$ cat src/core/acc_defines.svh
// register map, field positions, reset values and timing counts
`ifndef ACC_DEFINES_SVH
`define ACC_DEFINES_SVH
`define ACC_MODE_ADDR     8'hd8
`define ACC_TIMING_ADDR   8'hef
`define ACC_MODE_RESET    8'h00
`define ACC_TIMING_RESET  8'h00
`define ACC_RESULT_RESET  8'h00
`define ACC_FLAG_BIT      7
`define ACC_DMA_BIT       6
`define ACC_CONTINUOUS_CONVERSION_BIT     5
`define ACC_SINGLE_CONVERSION_BIT     4
`define ACC_PWR_BIT       7
`define ACC_EXTREF_BIT    6
`define ACC_T2C_BIT       1
`define ACC_EXC_BIT       0
`define ACC_DIV_LAST_00   5'h07
`define ACC_DIV_LAST_01   5'h03
`define ACC_DIV_LAST_10   5'h0f
`define ACC_DIV_LAST_11   5'h1f
`define ACC_CONV_LAST     5'h10
`endif

$ cat src/core/acc_pkg.sv
// types shared by the converter control block
package acc_pkg;
    typedef enum logic [1:0] {
        ACC_IDLE    = 2'b00,
        ACC_ACQUIRE = 2'b01,
        ACC_CONVERT = 2'b11,
        ACC_DONE    = 2'b10
    } acc_state_e;
endpackage : acc_pkg

$ cat src/core/acc_adc_ctrl.sv
// converter control: sfr pair, clock divider, triggers and sequencer
`timescale 1ns/1ps
`include "acc_defines.svh"

// How it works
// power output follows the power-on bit of the timing register
// reference select output follows the external reference bit
// converter clock is master clock divided by 8, 4, 16 or 32
// software keeps converter clock at or below 4.5 MHz
// conversion phase lasts 17 converter clocks after acquisition
// acquisition lasts 1 to 4 converter clocks by its field
// software should pick at least three acquisition clocks
// timer 2 overflow starts a conversion when its enable is set
// falling external strobe starts a conversion when enabled
// done flag is set when a conversion cycle completes
// done flag clears when the processor vectors to the handler
// software clears the done flag when not vectoring
// setting the dma bit requests the configured capture
// dma bit clears itself when the capture cycle finishes
// address latch strobe is held off from dma set until dma start
// continuous bit restarts a conversion after each one ends
// each continuous conversion uses the programmed settings
// writing one to single bit runs exactly one conversion
// both control registers reset to 00h
// mode register takes bit writes, timing register bytes only
// software start samples the four-bit channel field
// channel number goes in top nibble of high result byte
// all triggers are ignored while the converter is powered down
module acc_adc_ctrl
    import acc_pkg::*;
(
    input  wire logic        ref_clk,
    input  wire logic        rst,
    input  wire logic [7:0]  sfr_addr,
    input  wire logic        sfr_wr,
    input  wire logic [7:0]  sfr_wdata,
    input  wire logic        sfr_bit_wr,
    input  wire logic [2:0]  sfr_bit_idx,
    input  wire logic        sfr_bit_val,
    input  wire logic        sfr_rd,
    output logic      [7:0]  sfr_rdata,
    input  wire logic        timer2_overflow,
    input  wire logic        external_convert_strobe_n,
    input  wire logic        isr_vector_ack,
    input  wire logic        dma_capture_start,
    input  wire logic        dma_capture_done,
    input  wire logic [11:0] sar_result,
    output logic             converter_power_on,
    output logic             ext_ref_sel,
    output logic             adc_clk,
    output logic             track_hold,
    output logic             sar_convert,
    output logic      [3:0]  sar_channel,
    output logic             dma_enable,
    output logic             ale_stop,
    output logic      [7:0]  result_high_byte,
    output logic      [7:0]  result_low_byte
);
    logic [7:0]  mode_reg;
    logic [7:0]  mode_next;
    logic [7:0]  timing_reg;
    logic [7:0]  timing_next;
    logic [4:0]  div_cnt_reg;
    logic [4:0]  phase_cnt_reg;
    logic [4:0]  phase_cnt_next;
    logic        strobe_s1_reg;
    logic        strobe_s2_reg;
    logic        strobe_s3_reg;
    logic        dma_active_reg;
    logic        dma_active_next;
    acc_state_e  state_reg;
    acc_state_e  state_next;

    // sfr decode
    wire        mode_sel    = (sfr_addr == `ACC_MODE_ADDR);
    wire        timing_sel  = (sfr_addr == `ACC_TIMING_ADDR);
    wire        mode_byte   = sfr_wr && mode_sel;
    wire        mode_bit    = sfr_bit_wr && mode_sel;
    wire        mode_wr     = mode_byte || mode_bit;
    wire        timing_wr   = sfr_wr && timing_sel;
    wire [7:0]  bit_mask    = 8'h01 << sfr_bit_idx;
    wire [7:0]  bit_value   = sfr_bit_val ? (mode_reg | bit_mask)
                                          : (mode_reg & ~bit_mask);
    wire [7:0]  mode_wv     = mode_byte ? sfr_wdata
                            : mode_bit  ? bit_value : mode_reg;
    wire [7:0]  read_value  = mode_sel   ? mode_reg
                            : timing_sel ? timing_reg : 8'h00;

    // timing register fields
    wire        pwr_on      = timing_reg[`ACC_PWR_BIT];
    wire [1:0]  ck_sel      = timing_reg[5:4];
    wire [1:0]  aq_sel      = timing_reg[3:2];
    wire        t2c_en      = timing_reg[`ACC_T2C_BIT];
    wire        exc_en      = timing_reg[`ACC_EXC_BIT];

    // divider end count per code; the odd order of codes is intended
    wire [4:0]  div_last    = (ck_sel == 2'b00) ? `ACC_DIV_LAST_00
                            : (ck_sel == 2'b01) ? `ACC_DIV_LAST_01
                            : (ck_sel == 2'b10) ? `ACC_DIV_LAST_10
                            : `ACC_DIV_LAST_11;
    wire        adc_tick    = (div_cnt_reg >= div_last);
    wire [4:0]  div_half    = 5'((div_last + 5'h01) >> 1);

    // trigger sources; strobe is a pin, so only s2/s3 feed logic
    wire        strobe_fall = strobe_s3_reg && !strobe_s2_reg;
    wire        sw_start    = mode_reg[`ACC_SINGLE_CONVERSION_BIT];
    wire        cont_start  = mode_reg[`ACC_CONTINUOUS_CONVERSION_BIT];
    wire        t2_start    = t2c_en && timer2_overflow;
    wire        ext_start   = exc_en && strobe_fall;
    wire        any_start   = sw_start || cont_start
                           || t2_start || ext_start;
    wire        idle        = (state_reg == ACC_IDLE);
    wire        go          = pwr_on && idle && any_start;
    wire        acq_end     = (state_reg == ACC_ACQUIRE) && adc_tick
                           && (phase_cnt_reg == {3'b000, aq_sel});
    wire        conv_end    = (state_reg == ACC_CONVERT) && adc_tick
                           && (phase_cnt_reg == `ACC_CONV_LAST);
    wire        done_evt    = (state_reg == ACC_DONE);

    // sequencer next state; power-down aborts any conversion
    always_comb begin
        state_next     = state_reg;
        phase_cnt_next = phase_cnt_reg;
        case (state_reg)
            ACC_IDLE: begin
                phase_cnt_next = 5'h00;
                if (go) begin
                    state_next = ACC_ACQUIRE;
                end
            end
            ACC_ACQUIRE: begin
                if (acq_end) begin
                    state_next     = ACC_CONVERT;
                    phase_cnt_next = 5'h00;
                end else if (adc_tick) begin
                    phase_cnt_next = phase_cnt_reg + 5'h01;
                end
            end
            ACC_CONVERT: begin
                if (conv_end) begin
                    state_next = ACC_DONE;
                end else if (adc_tick) begin
                    phase_cnt_next = phase_cnt_reg + 5'h01;
                end
            end
            ACC_DONE: begin
                state_next = ACC_IDLE;
            end
            default: begin
                state_next = ACC_IDLE;
            end
        endcase
        if (!pwr_on) begin
            state_next = ACC_IDLE;
        end
    end

    // mode register: software writes, hardware set wins over clear
    always_comb begin
        mode_next = mode_wv;
        mode_next[`ACC_FLAG_BIT] = done_evt
            || (mode_wv[`ACC_FLAG_BIT] && !isr_vector_ack);
        if (!mode_wr && dma_capture_done) begin
            mode_next[`ACC_DMA_BIT] = 1'b0;
        end
        if (!mode_wr && done_evt) begin
            mode_next[`ACC_SINGLE_CONVERSION_BIT] = 1'b0;
        end
    end

    assign timing_next = timing_wr ? sfr_wdata : timing_reg;

    // dma tracking: active from capture start until it finishes
    assign dma_active_next = dma_capture_start
        || (dma_active_reg && !dma_capture_done);

    // control registers
    always_ff @(posedge ref_clk or posedge rst) begin
        if (rst) begin
            mode_reg   <= `ACC_MODE_RESET;
            timing_reg <= `ACC_TIMING_RESET;
        end else begin
            mode_reg   <= mode_next;
            timing_reg <= timing_next;
        end
    end

    // sfr read data, registered
    always_ff @(posedge ref_clk or posedge rst) begin
        if (rst) begin
            sfr_rdata <= 8'h00;
        end else if (sfr_rd) begin
            sfr_rdata <= read_value;
        end
    end

    // converter clock divider, free running from the master clock
    always_ff @(posedge ref_clk or posedge rst) begin
        if (rst) begin
            div_cnt_reg <= 5'h00;
            adc_clk     <= 1'b0;
        end else begin
            div_cnt_reg <= adc_tick ? 5'h00 : div_cnt_reg + 5'h01;
            adc_clk     <= adc_tick || (div_cnt_reg + 5'h01 < div_half);
        end
    end

    // strobe synchroniser plus one stage for the edge
    always_ff @(posedge ref_clk or posedge rst) begin
        if (rst) begin
            strobe_s1_reg <= 1'b1;
            strobe_s2_reg <= 1'b1;
            strobe_s3_reg <= 1'b1;
        end else begin
            strobe_s1_reg <= external_convert_strobe_n;
            strobe_s2_reg <= strobe_s1_reg;
            strobe_s3_reg <= strobe_s2_reg;
        end
    end

    // sequencer state
    always_ff @(posedge ref_clk or posedge rst) begin
        if (rst) begin
            state_reg     <= ACC_IDLE;
            phase_cnt_reg <= 5'h00;
        end else begin
            state_reg     <= state_next;
            phase_cnt_reg <= phase_cnt_next;
        end
    end

    // channel latched at start so a mid-conversion write cannot skew it
    always_ff @(posedge ref_clk or posedge rst) begin
        if (rst) begin
            sar_channel <= 4'h0;
        end else if (go) begin
            sar_channel <= mode_reg[3:0];
        end
    end

    // result capture with channel tag in the top nibble
    always_ff @(posedge ref_clk or posedge rst) begin
        if (rst) begin
            result_high_byte <= `ACC_RESULT_RESET;
            result_low_byte  <= `ACC_RESULT_RESET;
        end else if (conv_end) begin
            result_high_byte <= {sar_channel, sar_result[11:8]};
            result_low_byte  <= sar_result[7:0];
        end
    end

    // analog side controls, all from flops
    always_ff @(posedge ref_clk or posedge rst) begin
        if (rst) begin
            converter_power_on <= 1'b0;
            ext_ref_sel        <= 1'b0;
            track_hold         <= 1'b0;
            sar_convert        <= 1'b0;
            dma_enable         <= 1'b0;
            ale_stop           <= 1'b0;
            dma_active_reg     <= 1'b0;
        end else begin
            converter_power_on <= timing_next[`ACC_PWR_BIT];
            ext_ref_sel        <= timing_next[`ACC_EXTREF_BIT];
            track_hold         <= (state_next == ACC_ACQUIRE);
            sar_convert        <= (state_next == ACC_CONVERT);
            dma_enable         <= mode_next[`ACC_DMA_BIT];
            ale_stop           <= mode_next[`ACC_DMA_BIT]
                               && !dma_active_next;
            dma_active_reg     <= dma_active_next;
        end
    end

    AST_PWR_IDLE: assert property (@(posedge ref_clk) disable iff (rst)
        !pwr_on |=> idle)
        else $error("converter not idle while powered down");
    AST_DIV_BY4: assert property (@(posedge ref_clk)
        disable iff (rst || timing_wr)
        (adc_tick && ck_sel == 2'b01) |=> !adc_tick [*3] ##1 adc_tick)
        else $error("divide by four tick spacing wrong");
    // a power-down on the last tick aborts instead of finishing
    AST_CONV_LEN: assert property (@(posedge ref_clk) disable iff (rst)
        (conv_end && pwr_on) |-> phase_cnt_reg == 5'h10
        ##1 state_reg == ACC_DONE)
        else $error("conversion phase not seventeen clocks");
    AST_ACQ_LEN: assert property (@(posedge ref_clk) disable iff (rst)
        (acq_end && pwr_on) |=> state_reg == ACC_CONVERT
        && phase_cnt_reg == 5'h00)
        else $error("acquisition did not end into conversion");
    AST_EXT_START: assert property (@(posedge ref_clk) disable iff (rst)
        (ext_start && pwr_on && idle) |=> state_reg == ACC_ACQUIRE)
        else $error("external strobe did not start conversion");
    AST_FLAG_SET: assert property (@(posedge ref_clk) disable iff (rst)
        done_evt |=> mode_reg[`ACC_FLAG_BIT])
        else $error("done flag not set at end of conversion");
    AST_FLAG_CLR: assert property (@(posedge ref_clk) disable iff (rst)
        (isr_vector_ack && !done_evt && !mode_wr)
        |=> !mode_reg[`ACC_FLAG_BIT])
        else $error("done flag not cleared on vector");
    AST_DMA_CLR: assert property (@(posedge ref_clk) disable iff (rst)
        (dma_capture_done && !mode_wr) |=> !dma_enable
        && !mode_reg[`ACC_DMA_BIT])
        else $error("dma bit not cleared at capture end");
    AST_ALE_HOLD: assert property (@(posedge ref_clk) disable iff (rst)
        dma_capture_start |=> !ale_stop)
        else $error("address latch still held off after dma start");
    AST_ALE_SET: assert property (@(posedge ref_clk) disable iff (rst)
        (mode_wr && mode_wv[`ACC_DMA_BIT] && !dma_capture_start
        && !dma_active_reg) |=> ale_stop)
        else $error("address latch not held off when dma bit set");
    AST_SINGLE: assert property (@(posedge ref_clk) disable iff (rst)
        (done_evt && !mode_wr) |=> !mode_reg[`ACC_SINGLE_CONVERSION_BIT])
        else $error("single bit not cleared after one conversion");

    COV_SINGLE: cover property (@(posedge ref_clk) disable iff (rst)
        sw_start && go ##[1:1000] done_evt);
    COV_CONT: cover property (@(posedge ref_clk) disable iff (rst)
        cont_start && done_evt ##2 state_reg == ACC_ACQUIRE);
    COV_TIMER: cover property (@(posedge ref_clk) disable iff (rst)
        t2_start && go);
    COV_DMA: cover property (@(posedge ref_clk) disable iff (rst)
        ale_stop ##[1:100] !ale_stop && dma_enable);
endmodule : acc_adc_ctrl

$ cat config.mk
export PLATFORM = sky130hd
export DESIGN_NAME = acc_adc_ctrl
export DESIGN_NICKNAME = d
export VERILOG_FILES = /design/src/core/acc_pkg.sv /design/src/core/acc_adc_ctrl.sv
export VERILOG_INCLUDE_DIRS = /design/src /design/src/core
export SDC_FILE = /design/constraint.sdc
export NUM_CORES = 1
export LEC_CHECK = 0
export ABC_AREA = 1
export BUFFER_PORTS_ARGS = -buffer_cell sky130_fd_sc_hd__buf_2
export CAP_MARGIN = 15
export CORE_MARGIN = 8
export CORE_UTILIZATION = 57
export DETAILED_ROUTE_END_ITERATION = 16
export GPL_TIMING_DRIVEN = 0
export PLACE_DENSITY = 0.91
export SYNTH_ARGS = -nofsm -noshare
export SYNTH_HDL_FRONTEND = slang
export SYNTH_SLANG_ARGS = --single-unit
$ cat constraint.sdc
create_clock -name ref_clk -period 5.6 [get_ports ref_clk]
set_input_delay 1.12 -clock ref_clk [delete_from_list [all_inputs] [get_ports ref_clk]]
set_output_delay 1.12 -clock ref_clk [all_outputs]
set_load 0.02 [all_outputs]
==> results of run 1 <==
## placed cells by master, fill, tap and decap left out, types with 2 or more instances in the layout
master / n
inv_1: 46
o21ai_0: 23
a21oi_1: 4
dfstp_2: 3
buf_4: 3
xor2_1: 3
clkinv_4: 2
ha_1: 8
clkbuf_8: 9
nand2_1: 81
bufinv_16: 2
a31oi_1: 8
nor3_1: 4
nand2_2: 4
mux2_4: 8
buf_2: 76
nand3_1: 28
nor3_2: 2
mux2_2: 11
o21ai_1: 2
inv_6: 2
nor2_1: 35
dfrtp_1: 61
o211ai_1: 6
## critical path, delay by kind of cell
family / cells / cell delay (ns)
simple gates: 3 / 0.90
mux: 1 / 0.35
buf+inv: 1 / 0.11
## layout make-up
| type | count | area share [%] |
|---|---|---|
| buffer | 7 | 1.18 |
| clock buffer | 9 | 3.17 |
| clock inverter | 7 | 2.62 |
| inverter | 47 | 4.51 |
| multi-input combinational | 241 | 35.1 |
| sequential | 64 | 41.0 |
| tap | 72 | 2.30 |
| timing repair buffer | 76 | 10.1 |
## metrics by stage
step	std cells	total power, uW
global route	523	1580
detailed placement	507	1040
global placement	506	1010
CTS	523	1480
finish	523	1480
floorplan	359	905
## where the power goes
| group | total (uW) | switching (uW) | internal (uW) |
|---|---|---|---|
| registers | 608 | 66.4 | 542 |
| clock network | 446 | 191 | 255 |
| logic | 424 | 265 | 159 |
## cells by family (layout without fill, tap and decap cells)
kind of cell,after synthesis,count (layout),share of synthesized area [%]
xor gates and xnor gates,4,4,1.09
DFF,64,64,50.2
and+or+nand+nor,161,161,22.0
buffers and inverters,54,146,6.96
muxes,19,19,7.62
AOI/OAI and AO/OA,49,49,8.99
adders and majority gates,8,8,3.13
## synthesized netlist by cell type
| cell | n |
|---|---|
| nor3_1 | 4 |
| a211o_1 | 1 |
| nor2_4 | 1 |
| buf_1 | 1 |
| nor3_4 | 1 |
| o211ai_1 | 6 |
| nand2_4 | 1 |
| o21ai_0 | 23 |
| o221ai_1 | 1 |
| nor3_2 | 2 |
| dfrtp_1 | 61 |
| o22ai_1 | 1 |
| xor2_1 | 3 |
| or2_2 | 1 |
| nand3b_1 | 1 |
| o31ai_1 | 1 |
| buf_2 | 1 |
| nand4_1 | 1 |
| clkbuf_1 | 1 |
| nand3_1 | 28 |
| a21oi_1 | 4 |
| nor2b_1 | 1 |
| dfstp_2 | 3 |
| mux2_2 | 11 |
| buf_6 | 1 |
| o21bai_1 | 1 |
| ha_1 | 8 |
| a31oi_1 | 8 |
| xnor2_1 | 1 |
| inv_1 | 47 |
| nand2_1 | 81 |
| nand2_2 | 4 |
| buf_4 | 3 |
| o2111ai_1 | 1 |
| o21ai_1 | 2 |
| nor2_1 | 35 |
| mux2_4 | 8 |
## worst paths after layout
check                         startpoint            endpoint  slack [ns]  depth (start not counted)
setup / recovery             sfr_addr[4]       timing_reg[0]        3.34                          5
max in group asynchronous            rst       strobe_s2_reg        4.21                          3
hold reg to reg            strobe_s2_reg       strobe_s3_reg        0.36                          0
min in group asynchronous            rst  result_low_byte[3]        0.76                          2
hold / removal             strobe_s2_reg       strobe_s3_reg        0.36                          0
setup reg to reg           timing_reg[4]  result_low_byte[3]        3.50                         10
## per-layer routing
metal  track usage (%)  routed length [um]  up-vias
met5                 0                   0        -
met3              7.49                 714       11
met1              23.6                3370     1302
li1                  -                   -     1354
met4              8.73                 129        0
met2              31.4                3600      126
==> qor.csv, run 1 <==
stage,metric,value,unit
final_layout,n_antenna_cell,0,
final_layout,ff_latch_area,1610,um2
final_layout,multiInputGateArea,1370,um2
placement,dp_slack,3.01,ns
floorplan,die_x,90.9,um
clock_tree,clkSlewWorstSetupHoldPaths,0.07,ns
drt,antenna_left,0,
sta,hold_viol_final,0,
yosys,synth_top_area_cell,dfrtp_1,
sta,slew_headroom,54.0,%
sta,setup_violations,0,
sta,hold-worst-slack,0.362,ns
yosys,syn-instance-count,359,
setup_path,crit_chain,buf_2 -> nor3_2 -> nand2_2 -> nor2_4 -> mux2_2,
yosys,synth.net_count,409,
final_layout,nFillCells,409,
floorplan,start_util,58.5,%
pwr,irDropWorstVdd,0.194,mV
pwr,power.leakage,0.00212,uW
clock_tree,cts_root_buffer,clkbuf_8,
global_route,grt_max_degree,47,
clock_tree,cts_sinks,64,
clock_tree,cts_made_buffers,9,
floorplan,core,5470,um2
final_layout,final_nets,496,
clock_tree,cts_max_path_buffers,2,
placement,place_congestion,0.877,
yosys,ys_top_cells_by_area,"dfrtp_1 (48%), nand2_1 (9.5%), inv_1 (5.5%), nand3_1 (4.4%), nor2_1 (4.1%)",
sta,slew_violations,0,
sta,timing.setup.tns,0,ns
clock_tree,htreeDepth,3,
yosys,netlist-cell-type-count,37,
worst_hold_path,min_path_type,register to register,
sta,skew,0.0112,ns
drt,vias_per_cell,5.34,
yosys,yosys_warnings,0,
global_route,grt_pass1_wl,13400,um
drt,vias,2793,
job,drv_cap,0,
yosys,yosysTopAreaCellShare,47.7,%
yosys,synth_area,3200,um2
placement,dp_hpwl,5870,um
sta,fin_crit_sh,40.4,%
floorplan,rows,27,
setup_path,worstPathRequired,5.83,ns
clock_tree,cts_tree,done,
pwr,powerDensity,378,nW/um2
setup_path,crit_arrival,2.49,ns
sta,fmaxAchievable,0.443,GHz
final_layout,fin_util,71.5,%
floorplan,dieArea,8270,um2
sta,period_minus_slack,2.26,ns
sta,layout_setup_ws,3.34,ns
sta,tightest_slew,0.686,ns
clock_tree,ctsResizeCount,0,
setup_path,critical_path_class,primary input to register,
global_route,overflow,0,
placement,io_buffers,75,
drt,dr.pass1.iters,4,
setup_path,end_kind,register,
final_layout,stdcell_area,3910,um2
drt,wl,7810,um
floorplan,chipHeight,90.9,um
yosys,ys_seq_area_share,50.2,%
clock_tree,postCtsSetupBuffers,0,
global_route,track_usage,19.8,%
global_route,grt_pass1_vias,2918,
floorplan,io_pins,77,
drt,remaining_drc_errors,0,
placement,placed_cell_area,3690,um2
setup_path,crit_slowest_cell,nor3_2,
yosys,ys_seq_elements,64,
final_layout,synthToLayoutAreaGrowth,22.2,%
setup_path,start_kind,primary input,
sta,rsz0062_at_grt,false,
clock_tree,clkLatencyLatePin,0.35,ns
final_layout,drive_gt1_share,28.8,%
yosys,avgSynthCellArea,8.92,um2
drt,drtIter0Drc,163,
run_status,status,"finished, final reports clean",
setup_path,cp_slowest_stage_delay,0.58,ns
setup_path,cp_max_fo,9,
global_route,antenna_found_initial,0,
clock_tree,ctsHoldBuffers,0,
drt,wl_per_cell,14.9,um
Note: power is estimated with default switching activity, not from simulation.
==> run 2, diff against run 1 <==
--- a/config.mk
+++ b/config.mk
@@ -10,10 +10,10 @@
 export BUFFER_PORTS_ARGS = -buffer_cell sky130_fd_sc_hd__buf_2
 export CAP_MARGIN = 15
 export CORE_MARGIN = 8
-export CORE_UTILIZATION = 57
+export CORE_UTILIZATION = 48
 export DETAILED_ROUTE_END_ITERATION = 16
 export GPL_TIMING_DRIVEN = 0
-export PLACE_DENSITY = 0.91
+export PLACE_DENSITY = 0.83
 export SYNTH_ARGS = -nofsm -noshare
 export SYNTH_HDL_FRONTEND = slang
 export SYNTH_SLANG_ARGS = --single-unit
==> constraint.sdc (replaced) <==
create_clock -name ref_clk -period 2 [get_ports ref_clk]
set_input_delay 0.4 -clock ref_clk [delete_from_list [all_inputs] [get_ports ref_clk]]
set_output_delay 0.4 -clock ref_clk [all_outputs]
set_load 0.02 [all_outputs]
==> run 2 against run 1 <==
Against the previous run: clock power is 140% higher; register-to-register slack got worse by 3.4 ns; clock skew hardly changed; power increased to 2.7 times the previous value; critical path type is now register to register; critical endpoint is now result_high_byte[5].
==> qor.csv, run 2 (synthesis results as in run 1) <==
stage,metric,value,unit
sta,period_minus_slack,1.86,ns
final_layout,final_cell_mix,"nand2_1 (79), buf_2 (75), dfrtp_1 (61), inv_1 (45), nor2_1 (34)",
clock_tree,cts_max_path_buffers,2,
final_layout,n_antenna_cell,0,
final_layout,final_nets,500,
clock_tree,cts_made_buffers,9,
global_route,grt_pass1_wl,13300,um
sta,slew_violations,0,
floorplan,io_pins,77,
drt,wl_met1,3560,um
global_route,overflow,0,
drt,vias,2791,
setup_path,crit_slowest_cell,dfrtp_1,
pwr,p_comb_share,30.9,%
sta,hold_viol_final,0,
drt,wl,7980,um
setup_path,end_kind,register,
setup_path,cp_max_fo,5,
pwr,irDropWorstVdd,0.517,mV
pwr,switching_share,36.1,%
placement,io_buffers,75,
final_layout,synthToLayoutAreaGrowth,22.8,%
global_route,antenna_found_initial,0,
pwr,clkPwrFrac,26.7,%
setup_path,cp_top_family,simple AND/OR/NAND/NOR gates,
final_layout,nFillCells,542,
clock_tree,htreeDepth,3,
floorplan,start_util,50.1,%
placement,place_inst,512,
sta,tightest_slew,0.748,ns
job,drv_cap,0,
global_route,track_usage,17.0,%
drt,remaining_drc_errors,0,
setup_path,cp.depth,9,
drt,wl_met3,682,um
floorplan,chipHeight,97.7,um
final_layout,instances_no_fill,531,
sta,slew_headroom,49.9,%
setup_path,crit_top_cell,nor2_1,
placement,dp_hpwl,5920,um
sta,hold-worst-slack,0.0631,ns
setup_path,r2r_cells,9,
clock_tree,cts_root_buffer,clkbuf_8,
drt,drtIter0Drc,173,
drt,antenna_left,0,
sta,layout_setup_ws,0.137,ns
setup_path,crit_arrival,2.10,ns
clock_tree,cts_sinks,64,
setup_path,cp_slowest_stage_delay,0.42,ns
drt,wl_per_cell,15.0,um
setup_path,crit_chain,nor2_2 -> ha_1 -> nor2_1 -> nor2_1 -> nand2_1 -> nand2_2 -> nand2_4 -> buf_4 -> mux2_2,
final_layout,fin_util,61.5,%
drt,routed.top_layer,met4,
clock_tree,cts_tree,done,
pwr,power.leakage,0.00212,uW
pwr,seqPwrFrac,42.5,%
setup_path,crit_buf_inv,1,
setup_path,worstPathRequired,2.23,ns
floorplan,die_x,97.7,um
pwr,power.switching,1440,uW
drt,wl_met2,3560,um
final_layout,drive_gt1_share,30.4,%
global_route,grt_pass1_vias,2747,
drt,vias_per_cell,5.26,
final_layout,layout_commonest_cell,nand2_1,
sta,fin_crit_sh,93.2,%
clock_tree,ctsHoldBuffers,0,
sta,fmaxAchievable,0.537,GHz
sta,skew,0.0109,ns
setup_path,start_kind,register,
pwr,powerDensity,1010,nW/um2
clock_tree,clkLatencyLatePin,0.35,ns
floorplan,dieArea,9540,um2
pwr,internal-power,2540,uW
placement,dp_slack,-0.0717,ns
sta,setup_violations,0,
worst_hold_path,min_path_type,primary input to async pin,
setup_path,critical_path_class,register to register,
clock_tree,clkSlewWorstSetupHoldPaths,0.07,ns
global_route,grt_max_degree,44,
floorplan,core,6390,um2
drt,dr.pass1.iters,5,
run_status,status,"finished, final reports clean",
pwr,p_total,3980,uW
placement,place_congestion,0.910,
floorplan,rows,29,
run 2: cell types whose count changed in the layout (fill, tap and decap cells not counted), moves of 2 or more:
cell      before  now
nand2_2        4    6
clkinv_2       0    3
inv_6          2    0
nand2_1       81   79
buf_4          3    7
run 2: worst paths after layout:
| check | startpoint | end | slack [ns] |
|---|---|---|---|
| hold / removal | rst | result_high_byte[3] | 0.06 |
| min in group ref_clk | external_convert_strobe_n | strobe_s1_reg | 0.15 |
| max in group asynchronous | rst | strobe_s1_reg | 1.29 |
| setup reg to reg | timing_reg[5] | result_high_byte[5] | 0.14 |
| setup / recovery | timing_reg[5] | result_high_byte[5] | 0.14 |
| hold reg to reg | strobe_s1_reg | strobe_s2_reg | 0.36 |
run 2: what timing repair did:
item                                    4_1_cts  5_1_grt
endpoints found under the hold margin         0        0
pin swaps                                     1        1
gates resized for setup                       1        7
endpoints found under the setup margin       11       25
buffers inserted                              2        2
run 2: metrics by stage:
| step | TNS (ns) | instance area, um2 |
|---|---|---|
| floorplan | 0 | 3200 |
| global placement | -48.00 | 3670 |
| detailed placement | -0.549 | 3690 |
| CTS | 0 | 3900 |
| global route | -0.150 | 3930 |
| finish | 0 | 3930 |
run 2: per-layer routing:
metal / vias to the layer above / track usage (%)
met3: 14 / 5.62
met2: 121 / 25.7
li1: 1357 / -
met5: - / 0
met4: 0 / 8.74
met1: 1299 / 21.2
run 2: power groups by stage:
| stage | clock network [uW] | registers, uW | logic [uW] |
|---|---|---|---|
| 6_report | 1060 | 1690 | 1230 |
| 5_1_grt | 1150 | 1720 | 1410 |
| 4_1_cts | 1090 | 1690 | 1210 |
| 3_5_place_dp | 0 | 1710 | 1200 |
| 3_3_place_gp | 0 | 1700 | 1150 |
| 2_1_floorplan | 0 | 1790 | 745 |
run 2: area by class of cell:
cell class	count	area [um2]	area share, %
sequential	64	1610	40.8
multi-input combinational	241	1380	35.2
clock buffer	9	124	3.15
tap	77	96.3	2.45
clock inverter	6	61.3	1.56
timing repair buffer	80	425	10.8
inverter	47	176	4.49
buffer	7	57.6	1.46
run 2: worst reg2reg max path: cells and delay by family, from the launching register on:
kind | cells | cell delay (ns)
flip-flops | 1 | 0.42
buffers and inverters | 1 | 0.16
AND/OR/NAND/NOR | 6 | 0.59
adder cells (fa/ha/maj) | 1 | 0.24
multiplexers | 1 | 0.33
